### config.mk
export PLATFORM = sky130hd
export DESIGN_NAME = dtc_unit
export DESIGN_NICKNAME = d
export VERILOG_FILES = /design/src/logic/dtc_pkg.sv /design/src/logic/dtc_unit.sv
export VERILOG_INCLUDE_DIRS = /design/src /design/src/logic
export SDC_FILE = /design/constraint.sdc
export NUM_CORES = 1
export LEC_CHECK = 0
export BUFFER_PORTS_ARGS = -buffer_cell sky130_fd_sc_hd__buf_2
export CAP_MARGIN = 30
export CORE_UTILIZATION = 60
export DETAILED_ROUTE_END_ITERATION = 8
export GPL_ROUTABILITY_DRIVEN = 0
export PLACE_DENSITY_LB_ADDON = 0.1
export SLEW_MARGIN = 10
export SYNTH_ARGS = -nofsm -noshare
export SYNTH_HDL_FRONTEND = slang
export SYNTH_SLANG_ARGS = --single-unit
export TNS_END_PERCENT = 100
### constraint.sdc
create_clock -name pclk -period 4.1 [get_ports pclk]
set_input_delay 0.41 -clock pclk [delete_from_list [all_inputs] [get_ports pclk]]
set_output_delay 0.41 -clock pclk [all_outputs]
set_load 0.03 [all_outputs]
### src/logic/dtc_map.svh
// Register offsets, field positions and reset values of the trigger unit
`ifndef DTC_MAP_SVH
`define DTC_MAP_SVH
`define DTC_OFF_CTRL   8'h00
`define DTC_OFF_CMPA   8'h04
`define DTC_OFF_CMPB   8'h08
`define DTC_OFF_STAT   8'h0c
`define DTC_OFF_FIFO   8'h10
`define DTC_OFF_ISTS   8'h14
`define DTC_OFF_IMSK   8'h18
`define DTC_CTRL_RST   32'h0000_0000
`define DTC_CMP_RST    32'h0000_0000
`define DTC_ST_RUN_ACTIVE_FLAG    7
`define DTC_ST_AF      6
`define DTC_ST_BF      5
`define DTC_IRQ_A      0
`define DTC_IRQ_B      1
`define DTC_IRQ_END    2
`define DTC_IRQ_W      3
`define DTC_FIFO_DEP   8
`define DTC_FIFO_WID   16
`endif

### src/logic/dtc_pkg.sv
// Types shared by the debug trigger and capture unit
package dtc_pkg;
	// Trigger modes, one value each
	typedef enum logic [3:0] {
		DTC_A_ONLY    = 4'h0,
		DTC_A_OR_B    = 4'h1,
		DTC_A_THEN_B  = 4'h2,
		DTC_EV_B      = 4'h3,
		DTC_A_THEN_EV = 4'h4,
		DTC_A_AND_B   = 4'h5,
		DTC_A_NOT_B   = 4'h6,
		DTC_INSIDE    = 4'h7,
		DTC_OUTSIDE   = 4'h8
	} dtc_mode_t;
	// Run states, one-hot
	typedef enum logic [2:0] {
		DTC_IDLE  = 3'b001,
		DTC_ARMED = 3'b010,
		DTC_TRACE = 3'b100
	} dtc_run_t;
	// Control register layout, bit 0 lowest
	typedef struct packed {
		logic [15:0] rsvd;
		logic [3:0]  trigger_mode_field;
		logic [1:0]  rsvd2;
		logic        rw_match_value_b;
		logic        rw_qualify_enable_b;
		logic        rw_match_value_a;
		logic        rw_qualify_enable_a;
		logic        opcode_qualify_select;
		logic        begin_trace;
		logic        breakpoint_request_enable;
		logic        tag_select;
		logic        arm;
		logic        debug_module_enable;
	} dtc_ctrl_t;
	// One CPU bus cycle as seen by the comparators
	typedef struct packed {
		logic        valid;
		logic        fetch;
		logic        rw;
		logic [15:0] addr;
		logic [7:0]  data;
	} dtc_bus_t;
	// Core progress: executed opcode, change of flow, queue flush
	typedef struct packed {
		logic        exec_valid;
		logic [15:0] exec_addr;
		logic        cof_valid;
		logic [15:0] cof_addr;
		logic        flush;
	} dtc_core_t;
endpackage

### src/logic/dtc_unit.sv
// Debug trigger and capture unit with its register slave
//
// Operation
// - Two address comparators, or address plus data
// - Capture FIFO eight entries of sixteen bits
// - Four-bit field selects nine trigger modes
// - Basic, sequence, full and event-only modes
// - Inside and outside address range modes
// - Entries hold flow addresses or event data
// - Opcode qualify: non-range modes trigger only when opcode executes
// - Separate opcode tracker for each comparator
// - Tag request marks opcode for background entry
// - Force request acts after current instruction
// - Begin select: begin-trace or circular end-trigger
// - Arm sets run flag, clears flags, count
// - Begin run ends full; end run on trigger
// - Clearing arm or enable stops the run
// - Event-only modes always run as begin-trace
// - Per comparator read/write qualification
// - Breakpoints need enable; kind selects tag/force
// - Background command wakes CPU from stop/wait
//
// Decided for this implementation: the address map and the APB interface to the registers.
`timescale 1ns/10ps
`include "dtc_map.svh"
module dtc_unit import dtc_pkg::*; #(
	parameter int DEPTH = `DTC_FIFO_DEP,
	parameter int WIDTH = `DTC_FIFO_WID
) (
	// Clock and reset
	input  wire logic        pclk,
	input  wire logic        presetn,
	// APB slave
	input  wire logic        psel,
	input  wire logic        penable,
	input  wire logic        pwrite,
	input  wire logic [7:0]  paddr,
	input  wire logic [31:0] pwdata,
	output logic      [31:0] prdata,
	output logic             pready,
	output logic             pslverr,
	// CPU side
	input  wire dtc_bus_t    cpu_bus,
	input  wire dtc_core_t   core,
	input  wire logic        background_opcode_cmd,
	output logic             brk_tag,
	output logic             brk_force,
	output logic             cpu_wake,
	// Interrupt
	output logic             irq
);
	// Count is one bit wider than the pointers to tell full from empty
	localparam int AW = $clog2(DEPTH);

	// The pointers wrap by width, so only this shape is served
	if (DEPTH != 8 || WIDTH != 16) begin : g_chk
		$error("dtc_unit: FIFO must be 8 by 16");
	end

	// All state of the unit
	typedef struct packed {
		dtc_run_t                     st;
		dtc_ctrl_t                    ctrl;
		logic [15:0]                  cmpa;
		logic [23:0]                  cmpb;
		logic                         af;
		logic                         bf;
		logic [AW:0]                  cnt;
		logic [AW-1:0]                wp;
		logic [AW-1:0]                rp;
		logic [DEPTH-1:0][WIDTH-1:0]  mem;
		logic                         pa_v;
		logic [15:0]                  pa_addr;
		logic                         pb_v;
		logic [15:0]                  pb_addr;
		logic [`DTC_IRQ_W-1:0]        ists;
		logic [`DTC_IRQ_W-1:0]        imsk;
		logic                         irq;
		logic                         brk_tag;
		logic                         brk_force;
		logic                         wake;
		logic                         pready;
		logic                         pslverr;
		logic [31:0]                  prdata;
	} dtc_regs_t;

	dtc_regs_t r_ff;     // Registered state
	dtc_regs_t nxt_r;    // Next state

	// Comparator match with optional read/write qualification
	function automatic logic cmp_hit(
		input logic [15:0] a,
		input logic [15:0] ref_a,
		input logic        rw,
		input logic        rwen,
		input logic        rwv
	);
		cmp_hit = (a == ref_a) && (!rwen || rw == rwv);
	endfunction

	// Offset decode, also used for the error answer
	function automatic logic mapped(input logic [7:0] a);
		case (a)
			`DTC_OFF_CTRL, `DTC_OFF_CMPA, `DTC_OFF_CMPB,
			`DTC_OFF_STAT, `DTC_OFF_FIFO, `DTC_OFF_ISTS,
			`DTC_OFF_IMSK: mapped = 1'b1;
			default:       mapped = 1'b0;
		endcase
	endfunction

	// Combinational helpers
	logic       raw_a;      // Comparator A on this bus cycle
	logic       raw_b;      // Comparator B on this bus cycle
	logic       hit_a;      // A after opcode qualification
	logic       hit_b;      // B after opcode qualification
	logic       data_eq;    // Data byte equals B data
	logic       trig;       // Selected trigger condition
	logic       ev_mode;    // Event-only mode selected
	logic       ev_store;   // Event data to capture now
	logic       cof_store;  // Flow address to capture now
	logic       do_store;   // Any capture this cycle
	logic [15:0] st_word;   // Word to store
	logic       running;    // Run active
	logic       beg_eff;    // Effective begin-trace choice
	logic       wr_acc;     // APB write completes
	logic       rd_acc;     // APB read completes
	logic       pop;        // Software read of FIFO
	logic       arm_wr;     // Write arming a run
	logic       stop_wr;    // Write stopping a run
	logic       full;       // FIFO holds DEPTH words
	logic       run_end;    // Run ends this cycle
	dtc_ctrl_t  wctl;       // Write data as control
	dtc_mode_t  mode;       // Current trigger mode
	logic [`DTC_IRQ_W-1:0] ev;  // Interrupt events

	// Next state of everything
	always_comb begin
		nxt_r   = r_ff;
		wctl    = dtc_ctrl_t'(pwdata);
		mode    = dtc_mode_t'(r_ff.ctrl.trigger_mode_field);
		running = (r_ff.st != DTC_IDLE);
		full    = (r_ff.cnt == (AW+1)'(DEPTH));

		// Comparators with read/write qualification
		raw_a = cpu_bus.valid && cmp_hit(cpu_bus.addr, r_ff.cmpa,
			cpu_bus.rw, r_ff.ctrl.rw_qualify_enable_a,
			r_ff.ctrl.rw_match_value_a);
		raw_b = cpu_bus.valid && cmp_hit(cpu_bus.addr, r_ff.cmpb[15:0],
			cpu_bus.rw, r_ff.ctrl.rw_qualify_enable_b,
			r_ff.ctrl.rw_match_value_b);
		data_eq = (cpu_bus.data == r_ff.cmpb[23:16]);

		// Opcode trackers: a fetch hit waits for its execution
		if (r_ff.ctrl.opcode_qualify_select) begin
			hit_a = r_ff.pa_v && core.exec_valid &&
				core.exec_addr == r_ff.pa_addr;
			hit_b = r_ff.pb_v && core.exec_valid &&
				core.exec_addr == r_ff.pb_addr;
		end else begin
			hit_a = raw_a;
			hit_b = raw_b;
		end
		// One tracker per comparator, both may be pending
		if (core.flush || hit_a) begin
			nxt_r.pa_v = 1'b0;
		end
		if (core.flush || hit_b) begin
			nxt_r.pb_v = 1'b0;
		end
		if (raw_a && cpu_bus.fetch && !core.flush) begin
			nxt_r.pa_v    = 1'b1;
			nxt_r.pa_addr = cpu_bus.addr;
		end
		if (raw_b && cpu_bus.fetch && !core.flush) begin
			nxt_r.pb_v    = 1'b1;
			nxt_r.pb_addr = cpu_bus.addr;
		end

		// Trigger selection
		ev_mode = (mode == DTC_EV_B) || (mode == DTC_A_THEN_EV);
		case (mode)
			DTC_A_ONLY:    trig = hit_a;
			DTC_A_OR_B:    trig = hit_a || hit_b;
			DTC_A_THEN_B:  trig = (r_ff.af || hit_a) && hit_b;
			DTC_EV_B:      trig = hit_b;
			DTC_A_THEN_EV: trig = r_ff.af && hit_b;
			DTC_A_AND_B:   trig = hit_a && data_eq;
			DTC_A_NOT_B:   trig = hit_a && !data_eq;
			DTC_INSIDE:    trig = cpu_bus.valid &&
				cpu_bus.addr >= r_ff.cmpa &&
				cpu_bus.addr <= r_ff.cmpb[15:0];
			DTC_OUTSIDE:   trig = cpu_bus.valid &&
				(cpu_bus.addr < r_ff.cmpa ||
				cpu_bus.addr > r_ff.cmpb[15:0]);
			default:       trig = 1'b0;  // Unused codes never fire
		endcase
		trig = trig && running;

		// Event modes ignore the begin choice
		beg_eff = r_ff.ctrl.begin_trace || ev_mode;

		// Capture: data in event modes, else flow addresses
		ev_store  = running && ev_mode && trig;
		cof_store = !ev_mode && core.cof_valid &&
			(r_ff.st == DTC_TRACE ||
			(r_ff.st == DTC_ARMED && !beg_eff));
		do_store  = ev_store || cof_store;
		st_word   = ev_store ? {8'h00, cpu_bus.data} :
			core.cof_addr;

		// Bus phases: answer in the first access cycle
		wr_acc  = psel && penable && r_ff.pready && pwrite;
		rd_acc  = psel && penable && r_ff.pready && !pwrite;
		pop     = rd_acc && paddr == `DTC_OFF_FIFO &&
			r_ff.cnt != '0 && !r_ff.pslverr;
		arm_wr  = wr_acc && paddr == `DTC_OFF_CTRL && wctl.arm &&
			wctl.debug_module_enable;
		stop_wr = wr_acc && paddr == `DTC_OFF_CTRL &&
			(!wctl.arm || !wctl.debug_module_enable);

		// FIFO pointers and count
		// Pop and store together leave the count where it was
		if (pop) begin
			nxt_r.rp  = r_ff.rp + 1'b1;
			nxt_r.cnt = r_ff.cnt - 1'b1;
		end
		if (do_store) begin
			nxt_r.mem[r_ff.wp] = st_word;
			nxt_r.wp = r_ff.wp + 1'b1;
			if (full) begin
				// Circular store drops the oldest word
				nxt_r.rp = r_ff.rp + 1'b1;
				nxt_r.cnt = r_ff.cnt;
			end else if (!pop) begin
				nxt_r.cnt = r_ff.cnt + 1'b1;
			end else begin
				nxt_r.cnt = r_ff.cnt;
			end
		end

		// Comparator flags, sticky within a run
		// Only arming a new run clears them again
		if (running && hit_a) begin
			nxt_r.af = 1'b1;
		end
		if (running && (hit_b || (trig && !ev_mode &&
			mode != DTC_A_ONLY))) begin
			nxt_r.bf = 1'b1;
		end

		// Run sequencing
		// The arm bit clears itself at the end so software can poll it
		run_end = 1'b0;
		case (r_ff.st)
			DTC_IDLE: begin
				nxt_r.st = DTC_IDLE;
			end
			DTC_ARMED: begin
				if (ev_mode) begin
					// Event runs store until full
					if (do_store && nxt_r.cnt == (AW+1)'(DEPTH)) begin
						run_end = 1'b1;
					end
				end else if (trig && beg_eff) begin
					nxt_r.st = DTC_TRACE;
				end else if (trig) begin
					run_end = 1'b1;
				end
			end
			DTC_TRACE: begin
				if (do_store && nxt_r.cnt == (AW+1)'(DEPTH)) begin
					run_end = 1'b1;
				end
			end
			default: begin
				nxt_r.st = DTC_IDLE;
			end
		endcase
		if (run_end) begin
			nxt_r.st       = DTC_IDLE;
			nxt_r.ctrl.arm = 1'b0;
		end

		// Breakpoint requests to the core, one pulse each
		// A tag goes out on the fetch; the core acts only if it executes
		nxt_r.brk_tag   = r_ff.ctrl.breakpoint_request_enable &&
			r_ff.ctrl.tag_select && running &&
			((raw_a || raw_b) && cpu_bus.fetch);
		nxt_r.brk_force = r_ff.ctrl.breakpoint_request_enable &&
			!r_ff.ctrl.tag_select && trig;
		// Background command wakes a stopped or waiting core
		nxt_r.wake = background_opcode_cmd;

		// Register writes
		if (wr_acc) begin
			case (paddr)
				`DTC_OFF_CTRL: begin
					nxt_r.ctrl = wctl;
				end
				`DTC_OFF_CMPA: nxt_r.cmpa = pwdata[15:0];
				`DTC_OFF_CMPB: nxt_r.cmpb = pwdata[23:0];
				`DTC_OFF_IMSK: nxt_r.imsk = pwdata[`DTC_IRQ_W-1:0];
				default: ;  // Others are read-only or handled below
			endcase
		end
		if (arm_wr) begin
			nxt_r.st  = DTC_ARMED;
			nxt_r.af  = 1'b0;
			nxt_r.bf  = 1'b0;
			nxt_r.cnt = '0;
			nxt_r.wp  = '0;
			nxt_r.rp  = '0;
		end else if (stop_wr) begin
			nxt_r.st = DTC_IDLE;
		end

		// Interrupt status: set wins over a same-cycle clear
		ev = '0;
		ev[`DTC_IRQ_A]   = nxt_r.af && !r_ff.af;
		ev[`DTC_IRQ_B]   = nxt_r.bf && !r_ff.bf;
		ev[`DTC_IRQ_END] = run_end;
		if (wr_acc && paddr == `DTC_OFF_ISTS) begin
			nxt_r.ists = r_ff.ists & ~pwdata[`DTC_IRQ_W-1:0];
		end
		nxt_r.ists = nxt_r.ists | ev;
		nxt_r.irq  = |(nxt_r.ists & nxt_r.imsk);

		// APB answer: data latched in setup, ready in access
		// The FIFO word is chosen at setup and popped at access; a store
		// between the two may move the oldest word, so read when stopped
		nxt_r.pready = psel && !penable;
		if (psel && !penable) begin
			nxt_r.pslverr = !mapped(paddr);
			case (paddr)
				`DTC_OFF_CTRL: nxt_r.prdata = r_ff.ctrl;
				`DTC_OFF_CMPA: nxt_r.prdata = {16'h0000, r_ff.cmpa};
				`DTC_OFF_CMPB: nxt_r.prdata = {8'h00, r_ff.cmpb};
				`DTC_OFF_STAT: nxt_r.prdata = {24'h000000,
					running, r_ff.af, r_ff.bf, 1'b0,
					r_ff.cnt};
				`DTC_OFF_FIFO: nxt_r.prdata = {16'h0000,
					r_ff.cnt != '0 ? r_ff.mem[r_ff.rp] : 16'h0000};
				`DTC_OFF_ISTS: nxt_r.prdata = {29'h00000000,
					r_ff.ists};
				`DTC_OFF_IMSK: nxt_r.prdata = {29'h00000000,
					r_ff.imsk};
				default:       nxt_r.prdata = 32'h00000000;
			endcase
		end
	end

	// State register
	// Reset loads constants only, so no state leaks out of reset
	always_ff @(posedge pclk or negedge presetn) begin
		if (!presetn) begin
			r_ff        <= '0;
			r_ff.st     <= DTC_IDLE;
			r_ff.ctrl   <= `DTC_CTRL_RST;
			r_ff.cmpa   <= 16'h0000;
			r_ff.cmpb   <= 24'h000000;
		end else begin
			r_ff <= nxt_r;
		end
	end

	// Outputs straight from flip-flops
	// Registered outputs keep the core free of glitches on its pins
	assign prdata    = r_ff.prdata;
	assign pready    = r_ff.pready;
	assign pslverr   = r_ff.pslverr;
	assign brk_tag   = r_ff.brk_tag;
	assign brk_force = r_ff.brk_force;
	assign cpu_wake  = r_ff.wake;
	assign irq       = r_ff.irq;
endmodule

==> results by group, run 1 <==
Timing
  • Fmax: 274 MHz
  • Clock skew after layout: 0.0125 ns
  • Slew at the pin closest to its max-slew limit: 0.984 ns
  • Count of endpoints failing setup in the final report: 0
  • RSZ-0062 raised after global routing: false
  • Worst slew slack as a fraction of its limit: 34.4%
  • Final setup TNS: 0 ns
  • Hold Violations, Final: 0
  • Share of the clock period used by the worst path: 89.0%
  • Number of pins with negative max-slew slack in the final report: 0
  • Minimum clock period: 3.65 ns

Cells and area
  • Antenna diode count: 0
  • Layout-stage area growth over the synthesis result: 14.2%
  • Filler Cells Inserted: 1778
  • NumNets Final: 1472
  • Fraction of layout instances using a drive strength above 1: 37.9%
  • Post-Layout Inst Area: 16900 µm²

Worst setup path
  • Largest stage delay on the critical path: 0.91 ns
  • Crit. End Element: register
  • Critical path class: register to register
  • Critical Path Start Type: register
  • Slowest library cell on the worst path: or4b_2
  • Worst-path cell chain: xnor2_1, nand4_1, nand4bb_1, or4b_1, o21ai_0, a32o_2, a21oi_2, or4b_2, mux2_2
  • Data required time at the worst endpoint: 4.54 ns
  • Worst path arrival time: 4.09 ns
  • Critical path peak fanout: 16

Routing
  • Routed metal-1 wire length: 15.1 mm
  • Wire per inst: 20.9 µm
  • Via Count: 10100
  • Number of detailed-route iterations in the first pass: 4
  • Met3 Wirelength: 1.64 mm
  • Detail Route met2 WL: 17.2 mm
  • Post-detailed-route DRC marker count: 0
  • Via/cell ratio: 6.01
  • Uppermost layer routed: met4
  • Post-route antenna net violation count: 0
  • Number of DRC violations after detailed-routing iteration 0: 723
  • Routed WL: 35.0 mm

Synthesis
  • Main synth FF type: dfrtp_1
  • Top cell type's share of synthesized area: 49.3%
  • Sequential share of the synthesized area: 49.5%
  • Synthesized instance count: 1212
  • Dominant combinational cell family by area after synthesis: multiplexers
  • Area share of and/or/nand/nor cells after synthesis: 8.08%
  • Cell with the most instances after synthesis: dfrtp_1
  • Count of flip-flops with a built-in enable after synthesis: 0
  • Complex-gate fraction of the synthesized area: 8.16%
  • Proportion of synthesized flip-flops having asynchronous set or reset: 100%
  • Syn_nets: 1356
  • Leading area contributor after synthesis: dfrtp_1
  • Number of synthesized register bits: 293
  • Synth Area in Adders: 3.04%
  • Cell types occupying the most area after synthesis: dfrtp_1 (49%), mux2_2 (17%), mux4_2 (4.9%), ha_1 (3.0%), mux2i_1 (2.1%)
  • Count of warnings emitted by yosys: 0
  • Post-Syn Area: 14800 µm²
  • Multiplexer fraction of the synthesized cell area: 24.0%
  • Count of cell types in the netlist: 75
  • Most numerous cell types in the synthesized netlist: dfrtp_1 (292), mux2_2 (224), nand2_1 (82)
  • Syn Area/Cell: 12.2 µm²
  • Post-synthesis xor/xnor area fraction: 2.66%

Clock tree
  • Num CTS Buffers: 31
  • Maximum level of the CTS H-tree: 1
  • Maximum buffer depth of the clock tree: 3
  • Post-CTS clock slew at the launch and capture registers of the worst setup and hold paths: 0.06 ns
  • Later-pin clock latency in the skew report: 0.56 ns
  • TritonCTS Sinks: 293
  • Setup repair bufs after CTS: 0
  • CTS tree: done
  • Clock tree root driver cell: clkbuf_16

Die
  • Ports placed on the boundary: 146
  • Initial core utilization: 61.1%
  • Number of rows in the core area: 57
  • Floorplan die height: 159 µm
  • Die Width: 159 µm
  • Die Area: 25300 µm²
  • Area of the placeable core: 24200 µm²

Global route
  • Global-route wire length before repair: 57.0 mm
  • GRT Residual Overflow: 0
  • Pin count of the biggest net entering global routing: 123
  • Number of antenna violations at the first check in global routing: 0
  • Aggregate global-route resource usage: 28.6%
  • Number of global-route vias before repair: 10400

Pwr
  • Static Leak: 0.00810 µW
  • Maximum ir drop on the vdd rail: 0.000395 V
  • P per Cell Area: 494 nW/µm²

Placement
  • Post-Place Cell Area: 15800 µm²
  • Total half-perimeter wirelength after legalization and detailed placement: 24.7 mm
  • Number of port buffers: 145

Worst hold path
  • Min-delay worst type: input port to register

Run status
  • Status: complete, no violations

Job
  • MaxCap Viol Count: 0
## layout make-up
type | instances | area [µm²] | share of cell area, %
repair buffers | 184 | 1050 | 6.18
well taps | 324 | 405 | 2.40
clock buffers | 39 | 846 | 5.00
multi-input cells | 776 | 6860 | 40.5
clock inverters | 16 | 270 | 1.60
inverters | 42 | 158 | 0.932
flip-flops and latches | 293 | 7340 | 43.4
## routing by layer
layer / vias up / GRT usage [%]
met5: - / 0
met4: 0 / 8.17
met3: 60 / 3.75
met2: 292 / 48.1
met1: 5092 / 39.2
li1: 4615 / -
## metrics by stage
step | instances | power, µW | hold WS, ns | setup slack [ns] | utilization, %
6_report | 1674 | 8360 | 0.0845 | 0.451 | 69.8
2_1_floorplan | 1212 | 4850 | 0.114 | 0.830 | -
4_1_cts | 1674 | 8410 | 0.0686 | 0.460 | 69.8
5_1_grt | 1674 | 8750 | 0.0791 | 0.184 | 69.8
3_5_place_dp | 1617 | 5340 | 0.450 | 0.370 | 65.1
3_3_place_gp | 1617 | 5250 | 0.443 | 0.407 | 65.1
## what timing repair did
item	in CTS	in global routing
endpoints found under the hold margin	32	0
hold buffers	2	0
resized for setup	0	0
## final timing paths
path	end	start	depth (start not counted)	slack [ns]
setup / recovery	register	r_ff[64]	9	0.45
max in group asynchronous	r_ff[64]	presetn	3	2.46
hold reg to reg	prdata[28]	prdata[28]	2	0.46
hold / removal	r_ff[289]	pwdata[31]	2	0.08
setup reg to reg	register	r_ff[64]	9	0.45
min in group asynchronous	r_ff[54]	presetn	2	0.52
## power breakdown
part	internal [µW]	switching, µW	total (µW)
Clock	1890	1160	3050
Sequential	3490	402	3890
Combinational	869	544	1410
## cell usage in the layout, fill, tap and decap left out, types with 5 or more instances in the layout
| cell type | Yosys | layout |
|---|---|---|
| a21oi_1 | 35 | 34 |
| a221oi_1 | 5 | 5 |
| a22o_1 | 22 | 22 |
| a22oi_1 | 11 | 11 |
| a31oi_1 | 5 | 5 |
| and2_1 | 11 | 11 |
| and3_1 | 6 | 6 |
| buf_2 | 14 | 144 |
| buf_4 | 32 | 36 |
| bufinv_16 | 0 | 7 |
| clkbuf_16 | 0 | 31 |
| dfrtp_1 | 292 | 290 |
| ha_1 | 36 | 36 |
| inv_1 | 42 | 42 |
| mux2_2 | 224 | 224 |
| mux2i_1 | 31 | 31 |
| mux4_2 | 32 | 32 |
| nand2_1 | 82 | 82 |
| nand3_1 | 17 | 17 |
| nand4_1 | 13 | 13 |
| nor2_1 | 35 | 34 |
| nor2b_1 | 7 | 7 |
| nor3_1 | 8 | 6 |
| nor3b_1 | 8 | 7 |
| nor4_1 | 13 | 13 |
| o211ai_1 | 6 | 6 |
| o21ai_0 | 55 | 54 |
| xnor2_1 | 12 | 12 |
| xor2_1 | 33 | 33 |
## worst max-delay path: cells and delay by family (launching register included)
family                    cells  cell delay [ns]
AOI/OAI and AO/OA             3             0.68
xor gates and xnor gates      1             0.31
DFF                           1             0.38
muxes                         1             0.38
and+or+nand+nor               4             1.78
## cells by family (layout without fill, tap and decap cells)
| family | after synthesis | after routing |
|---|---|---|
| buffers and inverters | 143 | 281 |
| DFF | 293 | 293 |
| AOI/OAI and AO/OA | 179 | 179 |
| muxes | 287 | 287 |
| xor gates and xnor gates | 45 | 45 |
| and+or+nand+nor | 229 | 229 |
| adders and majority gates | 36 | 36 |
(Power assumes the default switching activity.)
==> run 2, diff against run 1 <==
CELL_PAD_IN_SITES_DETAIL_PLACEMENT = 2   (was not set)
CELL_PAD_IN_SITES_GLOBAL_PLACEMENT = 2   (was not set)
CORE_UTILIZATION = 41   (was 60)
==> run 2 against run 1 <==
Compared with the run above:
- largest power group unchanged
- global-route usage shrank 4.2 points
- cell count grew 9.0%
- combinational power grew 6%
- sequential power grew 1%
- sequential share of layout area shrank 0.90 points
- total power grew 5.4%
- hold slack gained 0.040 ns
- routed wire length grew 26%
- die area grew 46%
==> results by group, run 2 (synthesis gave the netlist of run 1 again) <==
Placement
  • Post-Place Setup Slack: 0.306 ns
  • Total half-perimeter wirelength after legalization and detailed placement: 30.7 mm
  • Number of port buffers: 145

Worst setup path
  • Worst path arrival time: 4.11 ns
  • Critical Path Start Type: register
  • Slowest library cell on the worst path: or4b_2
  • Worst setup startpoint: r_ff[70]
  • Reg-to-Reg Start: r_ff[70]
  • Reg-to-reg slack, setup: 0.38 ns
  • Worst-path cell chain: xnor2_1, nand4_1, nand4bb_1, or4b_1, o21ai_0, a32o_2, a21oi_2, or4b_2, buf_4, mux2_2
  • Largest stage delay on the critical path: 0.70 ns
  • Critical path peak fanout: 11
  • Crit. End Element: register
  • Data required time at the worst endpoint: 4.49 ns
  • R2R depth: 10
  • Critical path class: register to register

Pwr
  • Int Power: 6480 µW
  • Clock power frac: 38.4%
  • Maximum ir drop on the vdd rail: 0.000380 V
  • Static Leak: 0.00820 µW
  • Sw power: 2330 µW
  • P per Cell Area: 510 nW/µm²
  • Part of the total power dissipated in combinational logic: 16.9%
  • Fraction of power spent switching nets: 26.5%
  • Sequential group share of total power: 44.7%

Global route
  • Global-route wire length before repair: 68.1 mm
  • Number of antenna violations at the first check in global routing: 2
  • GRT Residual Overflow: 0
  • Pin count of the biggest net entering global routing: 113
  • Aggregate global-route resource usage: 24.4%
  • Number of global-route vias before repair: 11400

Timing
  • Fmax: 269 MHz
  • Slew at the pin closest to its max-slew limit: 0.942 ns
  • Final hold slack: 0.124 ns
  • Number of pins with negative max-slew slack in the final report: 0
  • Minimum clock period: 3.72 ns
  • Worst slew slack as a fraction of its limit: 37.2%
  • Share of the clock period used by the worst path: 90.7%
  • Hold Violations, Final: 0
  • Worst Setup Slack, final: 0.383 ns
  • Final setup TNS: 0 ns
  • RSZ-0062 raised after global routing: false
  • Clock skew after layout: 0.0200 ns
  • Count of endpoints failing setup in the final report: 0

Die
  • Floorplan die height: 192 µm
  • Die Area: 36900 µm²
  • Initial core utilization: 41.7%
  • Ports placed on the boundary: 146
  • Number of rows in the core area: 69
  • Area of the placeable core: 35600 µm²
  • Die Width: 192 µm

Clock tree
  • Maximum buffer depth of the clock tree: 3
  • Setup repair bufs after CTS: 0
  • Num CTS Buffers: 36
  • CTS tree: done
  • Clock tree root driver cell: clkbuf_16
  • Later-pin clock latency in the skew report: 0.53 ns
  • Maximum level of the CTS H-tree: 2
  • TritonCTS Sinks: 293
  • Post-CTS clock slew at the launch and capture registers of the worst setup and hold paths: 0.06 ns

Worst hold path
  • Startpoint of the worst hold path: pwdata[27]
  • Number of cells traversed by the worst hold path: 2
  • Min-delay worst type: input port to register
  • Worst Hold Path EP: r_ff[285]

Cells and area
  • Most common library cell in the layout ignoring fill and taps: dfrtp_1
  • Fraction of layout instances using a drive strength above 1: 38.3%
  • NumNets Final: 1480
  • Multi-input gate area in the final layout: 6860 µm²
  • Share of the core filled with cells: 48.6%
  • Layout-stage area growth over the synthesis result: 16.6%
  • FF/Latch Area: 7340 µm²
  • Top library cells by usage in the layout, fill and taps aside: dfrtp_1 (290), mux2_2 (224), buf_2 (144)
  • Filler Cells Inserted: 3475

Routing
  • Post-detailed-route DRC marker count: 0
  • Via/cell ratio: 5.63
  • Post-route antenna net violation count: 0
  • Number of DRC violations after detailed-routing iteration 0: 399
  • Routed WL: 44.2 mm
  • Wire per inst: 24.2 µm
  • Number of detailed-route iterations in the first pass: 5
  • Via Count: 10300

Run status
  • Status: complete, no violations

Job
  • MaxCap Viol Count: 0
==> run 2: layer usage <==
layer,track usage [%],part of all wire (%),vias up
met2,43.7,52,164
met3,2.91,2.9,55
met1,31.4,43,5432
li1,-,-,4627
met5,0,0,-
met4,5.72,2.0,0
==> run 2: worst max-delay path by stage <==
| stage | endpoint |
|---|---|
| finish | register |
| floorplan | register |
| detailed placement | register |
| global route | register |
| global placement | register |
| CTS | register |
==> run 2: final cells by class <==
cell class,instances,share of cell area (%)
Tap cell,461,3.34
Sequential cell,293,42.5
Antenna cell,1,0.0145
Timing Repair Buffer,187,6.26
Clock buffer,56,6.41
Clock inverter,9,0.898
Inverter,42,0.913
Multi-Input combinational cell,776,39.7
==> run 2: metrics by stage <==
step	cell area (µm²)	total power, µW	instances
finish	17300	8810	1825
global route	17300	9200	1824
CTS	17300	8920	1824
detailed placement	16000	5430	1757
global placement	16000	5310	1757
floorplan	14800	4850	1212
==> run 2: timing repair <==
| item | in CTS | in global routing |
|---|---|---|
| endpoints found under the hold margin | 74 | 0 |
| hold buffers | 2 | 0 |
| resized for setup | 0 | 0 |
| setup endpoints to repair | 0 | 0 |
==> run 2: power groups by stage <==
stage | Combinational [µW] | Sequential (µW) | Clock, µW
floorplan | 1100 | 3750 | 0
global placement | 1390 | 3910 | 0
detailed placement | 1460 | 3970 | 0
CTS | 1520 | 3940 | 3460
global route | 1620 | 4020 | 3570
finish | 1490 | 3940 | 3380
==> run 2: critical path, delay by kind of cell, from the launching register on <==
family / cells / cell delay, ns
compound gates: 3 / 0.81
simple gates: 4 / 1.57
xor+xnor: 1 / 0.29
flops: 1 / 0.41
mux: 1 / 0.30
buf+inv: 1 / 0.22
==> run 3, diff against run 2 <==
ABC_AREA = 1   (was not set)
BUFFER_PORTS_ARGS = not set   (was -buffer_cell sky130_fd_sc_hd__buf_2)
CAP_MARGIN = 20   (was 30)
CORE_UTILIZATION = 38   (was 41)
DONT_BUFFER_PORTS = 1   (was not set)
==> run 3 against run 2 <==
Compared with the run above:
- the flow now finishes with violations (negative hold slack)
- sequential cell count stayed put
- clock power is 5% lower
- largest cell class unchanged
- first-iteration DRC count is 21% higher
- hold slack worse by 0.57 ns
- synthesized area is 1.7% higher
- non-clock buffer count is 128 lower
- setup slack better by 0.30 ns
- critical path type unchanged
==> results by group, run 3 <==
Synthesis
  • Count of flip-flops with a built-in enable after synthesis: 0
  • Leading area contributor after synthesis: dfrtp_1
  • Cell with the most instances after synthesis: nand2_1
  • Post-Syn Area: 15100 µm²
  • Synthesized instance count: 1897
  • Proportion of synthesized flip-flops having asynchronous set or reset: 100%
  • Main synth FF type: dfrtp_1
  • Most numerous cell types in the synthesized netlist: nand2_1 (485), dfrtp_1 (292), inv_1 (206)
  • Number of synthesized register bits: 293
  • Top cell type's share of synthesized area: 48.5%
  • Count of warnings emitted by yosys: 0
  • Syn Area/Cell: 7.94 µm²
  • Count of cell types in the netlist: 55
  • Cell types occupying the most area after synthesis: dfrtp_1 (49%), nand2_1 (12%), o21ai_0 (6.7%), inv_1 (5.1%), o21ai_1 (4.5%)
  • Syn_nets: 2041
  • Sequential share of the synthesized area: 48.7%

Global route
  • Global-route wire length before repair: 85.3 mm
  • GRT Residual Overflow: 0
  • Number of antenna violations at the first check in global routing: 4
  • Pin count of the biggest net entering global routing: 294
  • Number of global-route vias before repair: 14700
  • Aggregate global-route resource usage: 27.4%

Run status
  • Status: complete, but fails checks
  • Failing checks: negative hold slack

Worst setup path
  • Critical Path Start Type: register
  • Reg-to-reg slack, setup: 0.68 ns
  • Crit. End Element: register
  • Data required time at the worst endpoint: 4.53 ns
  • Slowest library cell on the worst path: dfrtp_1
  • Critical path peak fanout: 20
  • Worst-path cell chain: inv_1, ha_1, nand2_1, nor2_2, nand4_1, nor2_4, nand3_1, nand2_1, nand2_1, nand2_1, nand2_1, nand2_1, nand2_2, nand2_4, nand3_4, nand2_4, inv_6, nor2_8, nand3_2, buf_4, nand2_1, o21ai_1
  • Worst path arrival time: 3.85 ns
  • Largest stage delay on the critical path: 0.36 ns
  • Critical path class: register to register
  • Cell repeated most along the worst path: nand2_1
  • R2R depth: 22

Routing
  • Post-detailed-route DRC marker count: 0
  • Number of DRC violations after detailed-routing iteration 0: 481
  • Routed WL: 54.0 mm
  • Via Count: 13200
  • Post-route antenna net violation count: 0
  • Number of detailed-route iterations in the first pass: 4
  • Wire per inst: 22.2 µm
  • Via/cell ratio: 5.43

Timing
  • Minimum clock period: 3.42 ns
  • Final setup TNS: 0 ns
  • Number of pins with negative max-slew slack in the final report: 0
  • Count of endpoints failing setup in the final report: 0
  • Fmax: 292 MHz
  • Share of the clock period used by the worst path: 83.4%
  • Worst slew slack as a fraction of its limit: 37.7%
  • Slew at the pin closest to its max-slew limit: 0.928 ns
  • Clock skew after layout: 0.0169 ns
  • Final hold slack: -0.443 ns
  • Hold Violations, Final: 293
  • RSZ-0062 raised after global routing: false

Clock tree
  • Setup repair bufs after CTS: 0
  • Count of hold buffers inserted by post-cts repair: 27
  • CTS tree: done
  • Num CTS Buffers: 38
  • Post-CTS clock slew at the launch and capture registers of the worst setup and hold paths: 0.06 ns
  • TritonCTS Sinks: 293
  • Later-pin clock latency in the skew report: 0.56 ns
  • Clock tree root driver cell: clkbuf_16
  • Maximum buffer depth of the clock tree: 3
  • Post-CTS sizing: 0
  • Maximum level of the CTS H-tree: 2

Pwr
  • Part of the total power dissipated in combinational logic: 3.2%
  • Maximum ir drop on the vdd rail: 0.000227 V
  • Sw power: 1450 µW
  • Fraction of power spent switching nets: 22.8%
  • Clock power frac: 50.8%
  • Sequential group share of total power: 46.0%
  • P per Cell Area: 376 nW/µm²
  • Int Power: 4890 µW
  • Static Leak: 0.00801 µW

Cells and area
  • Top library cells by usage in the layout, fill and taps aside: nand2_1 (485), dfrtp_1 (292), inv_1 (206)
  • Filler Cells Inserted: 4464
  • NumNets Final: 2027
  • Most common library cell in the layout ignoring fill and taps: nand2_1
  • Fraction of layout instances using a drive strength above 1: 7.34%
  • Antenna diode count: 0
  • Number of non-filler instances in the completed layout: 2425
  • Layout-stage area growth over the synthesis result: 11.8%
  • Multi-input gate area in the final layout: 6290 µm²
  • FF/Latch Area: 7330 µm²

Die
  • Initial core utilization: 38.7%
  • Floorplan die height: 201 µm
  • Area of the placeable core: 38900 µm²
  • Ports placed on the boundary: 146
  • Die Width: 201 µm
  • Die Area: 40400 µm²
  • Number of rows in the core area: 72

Placement
  • Number of port buffers: 0
  • Total half-perimeter wirelength after legalization and detailed placement: 37.7 mm
  • Placed cells: 2334

Job
  • MaxCap Viol Count: 0

Worst hold path
  • Min-delay worst type: input port to asynchronous set/reset pin
run 3: cell count changes after synthesis, moves of 18 or more:
cell     change
nand2_1    +403
a22o_1      -22
nand3_1     +19
mux2i_1     -31
inv_2       +18
inv_1      +164
o21ai_0    +148
o22ai_1     +29
mux2_2     -224
mux4_2      -32
o21ai_1    +133
xor2_1      -25
nor2_1      +94
a21oi_1     +30
run 3: cells by family after synthesis:
group	count (synthesis)	synth area share, %
AO/OA/AOI/OAI	490	17.7
XOR/XNOR	13	0.756
adder cells (fa/ha/maj)	36	2.99
buffers and inverters	342	9.60
flip-flops	293	48.7
AND/OR/NAND/NOR	723	20.3
run 3: area by class of cell:
| type | count | area share, % |
|---|---|---|
| sequential | 293 | 43.5 |
| multi-input combinational | 1262 | 37.4 |
| clock buffer | 60 | 6.86 |
| inverter | 229 | 5.13 |
| tap | 518 | 3.85 |
| timing repair buffer | 59 | 3.11 |
| clock inverter | 4 | 0.141 |
run 3: power groups by stage:
stage	clock, µW	combinational (µW)	sequential, µW
floorplan	0	126	2960
detailed placement	0	179	2960
global route	3400	227	2910
finish	3220	202	2910
CTS	3310	204	2910
global placement	0	172	2960
run 3: final timing paths:
path,startpoint,endpoint
max in group asynchronous,presetn,r_ff[213]
hold / removal,presetn,r_ff[68]
hold reg to reg,r_ff[260],brk_force
setup / recovery,r_ff[249],register
min in group pclk,pwdata[12],r_ff[254]
setup reg to reg,r_ff[249],register
run 3: worst max-delay path, delay by kind of cell (launching register included):
family	cells	cell delay [ns]
buffers and inverters	3	0.46
and+or+nand+nor	17	2.10
DFF	1	0.36
adders and majority gates	1	0.29
AOI/OAI and AO/OA	1	0.07
run 3: per-stage QoR:
step,total power [µW],hold slack [ns],setup WS (ns),cell area (µm²),util (%)
global route,6540,-0.455,0.426,16800,43.3
global placement,3130,0.121,0.865,15400,39.6
finish,6330,-0.443,0.679,16800,43.3
floorplan,3080,0.114,1.52,15100,-
detailed placement,3140,0.122,0.721,15400,39.6
CTS,6430,-0.472,0.679,16800,43.3
run 3: routing by layer:
layer / up-vias / global-route usage (%) / part of all wire (%)
li1: 6121 / - / -
met1: 6715 / 33.7 / 42
met2: 222 / 47.1 / 49
met3: 107 / 4.10 / 3.6
met4: 2 / 13.0 / 4.5
met5: - / 0 / 0.019
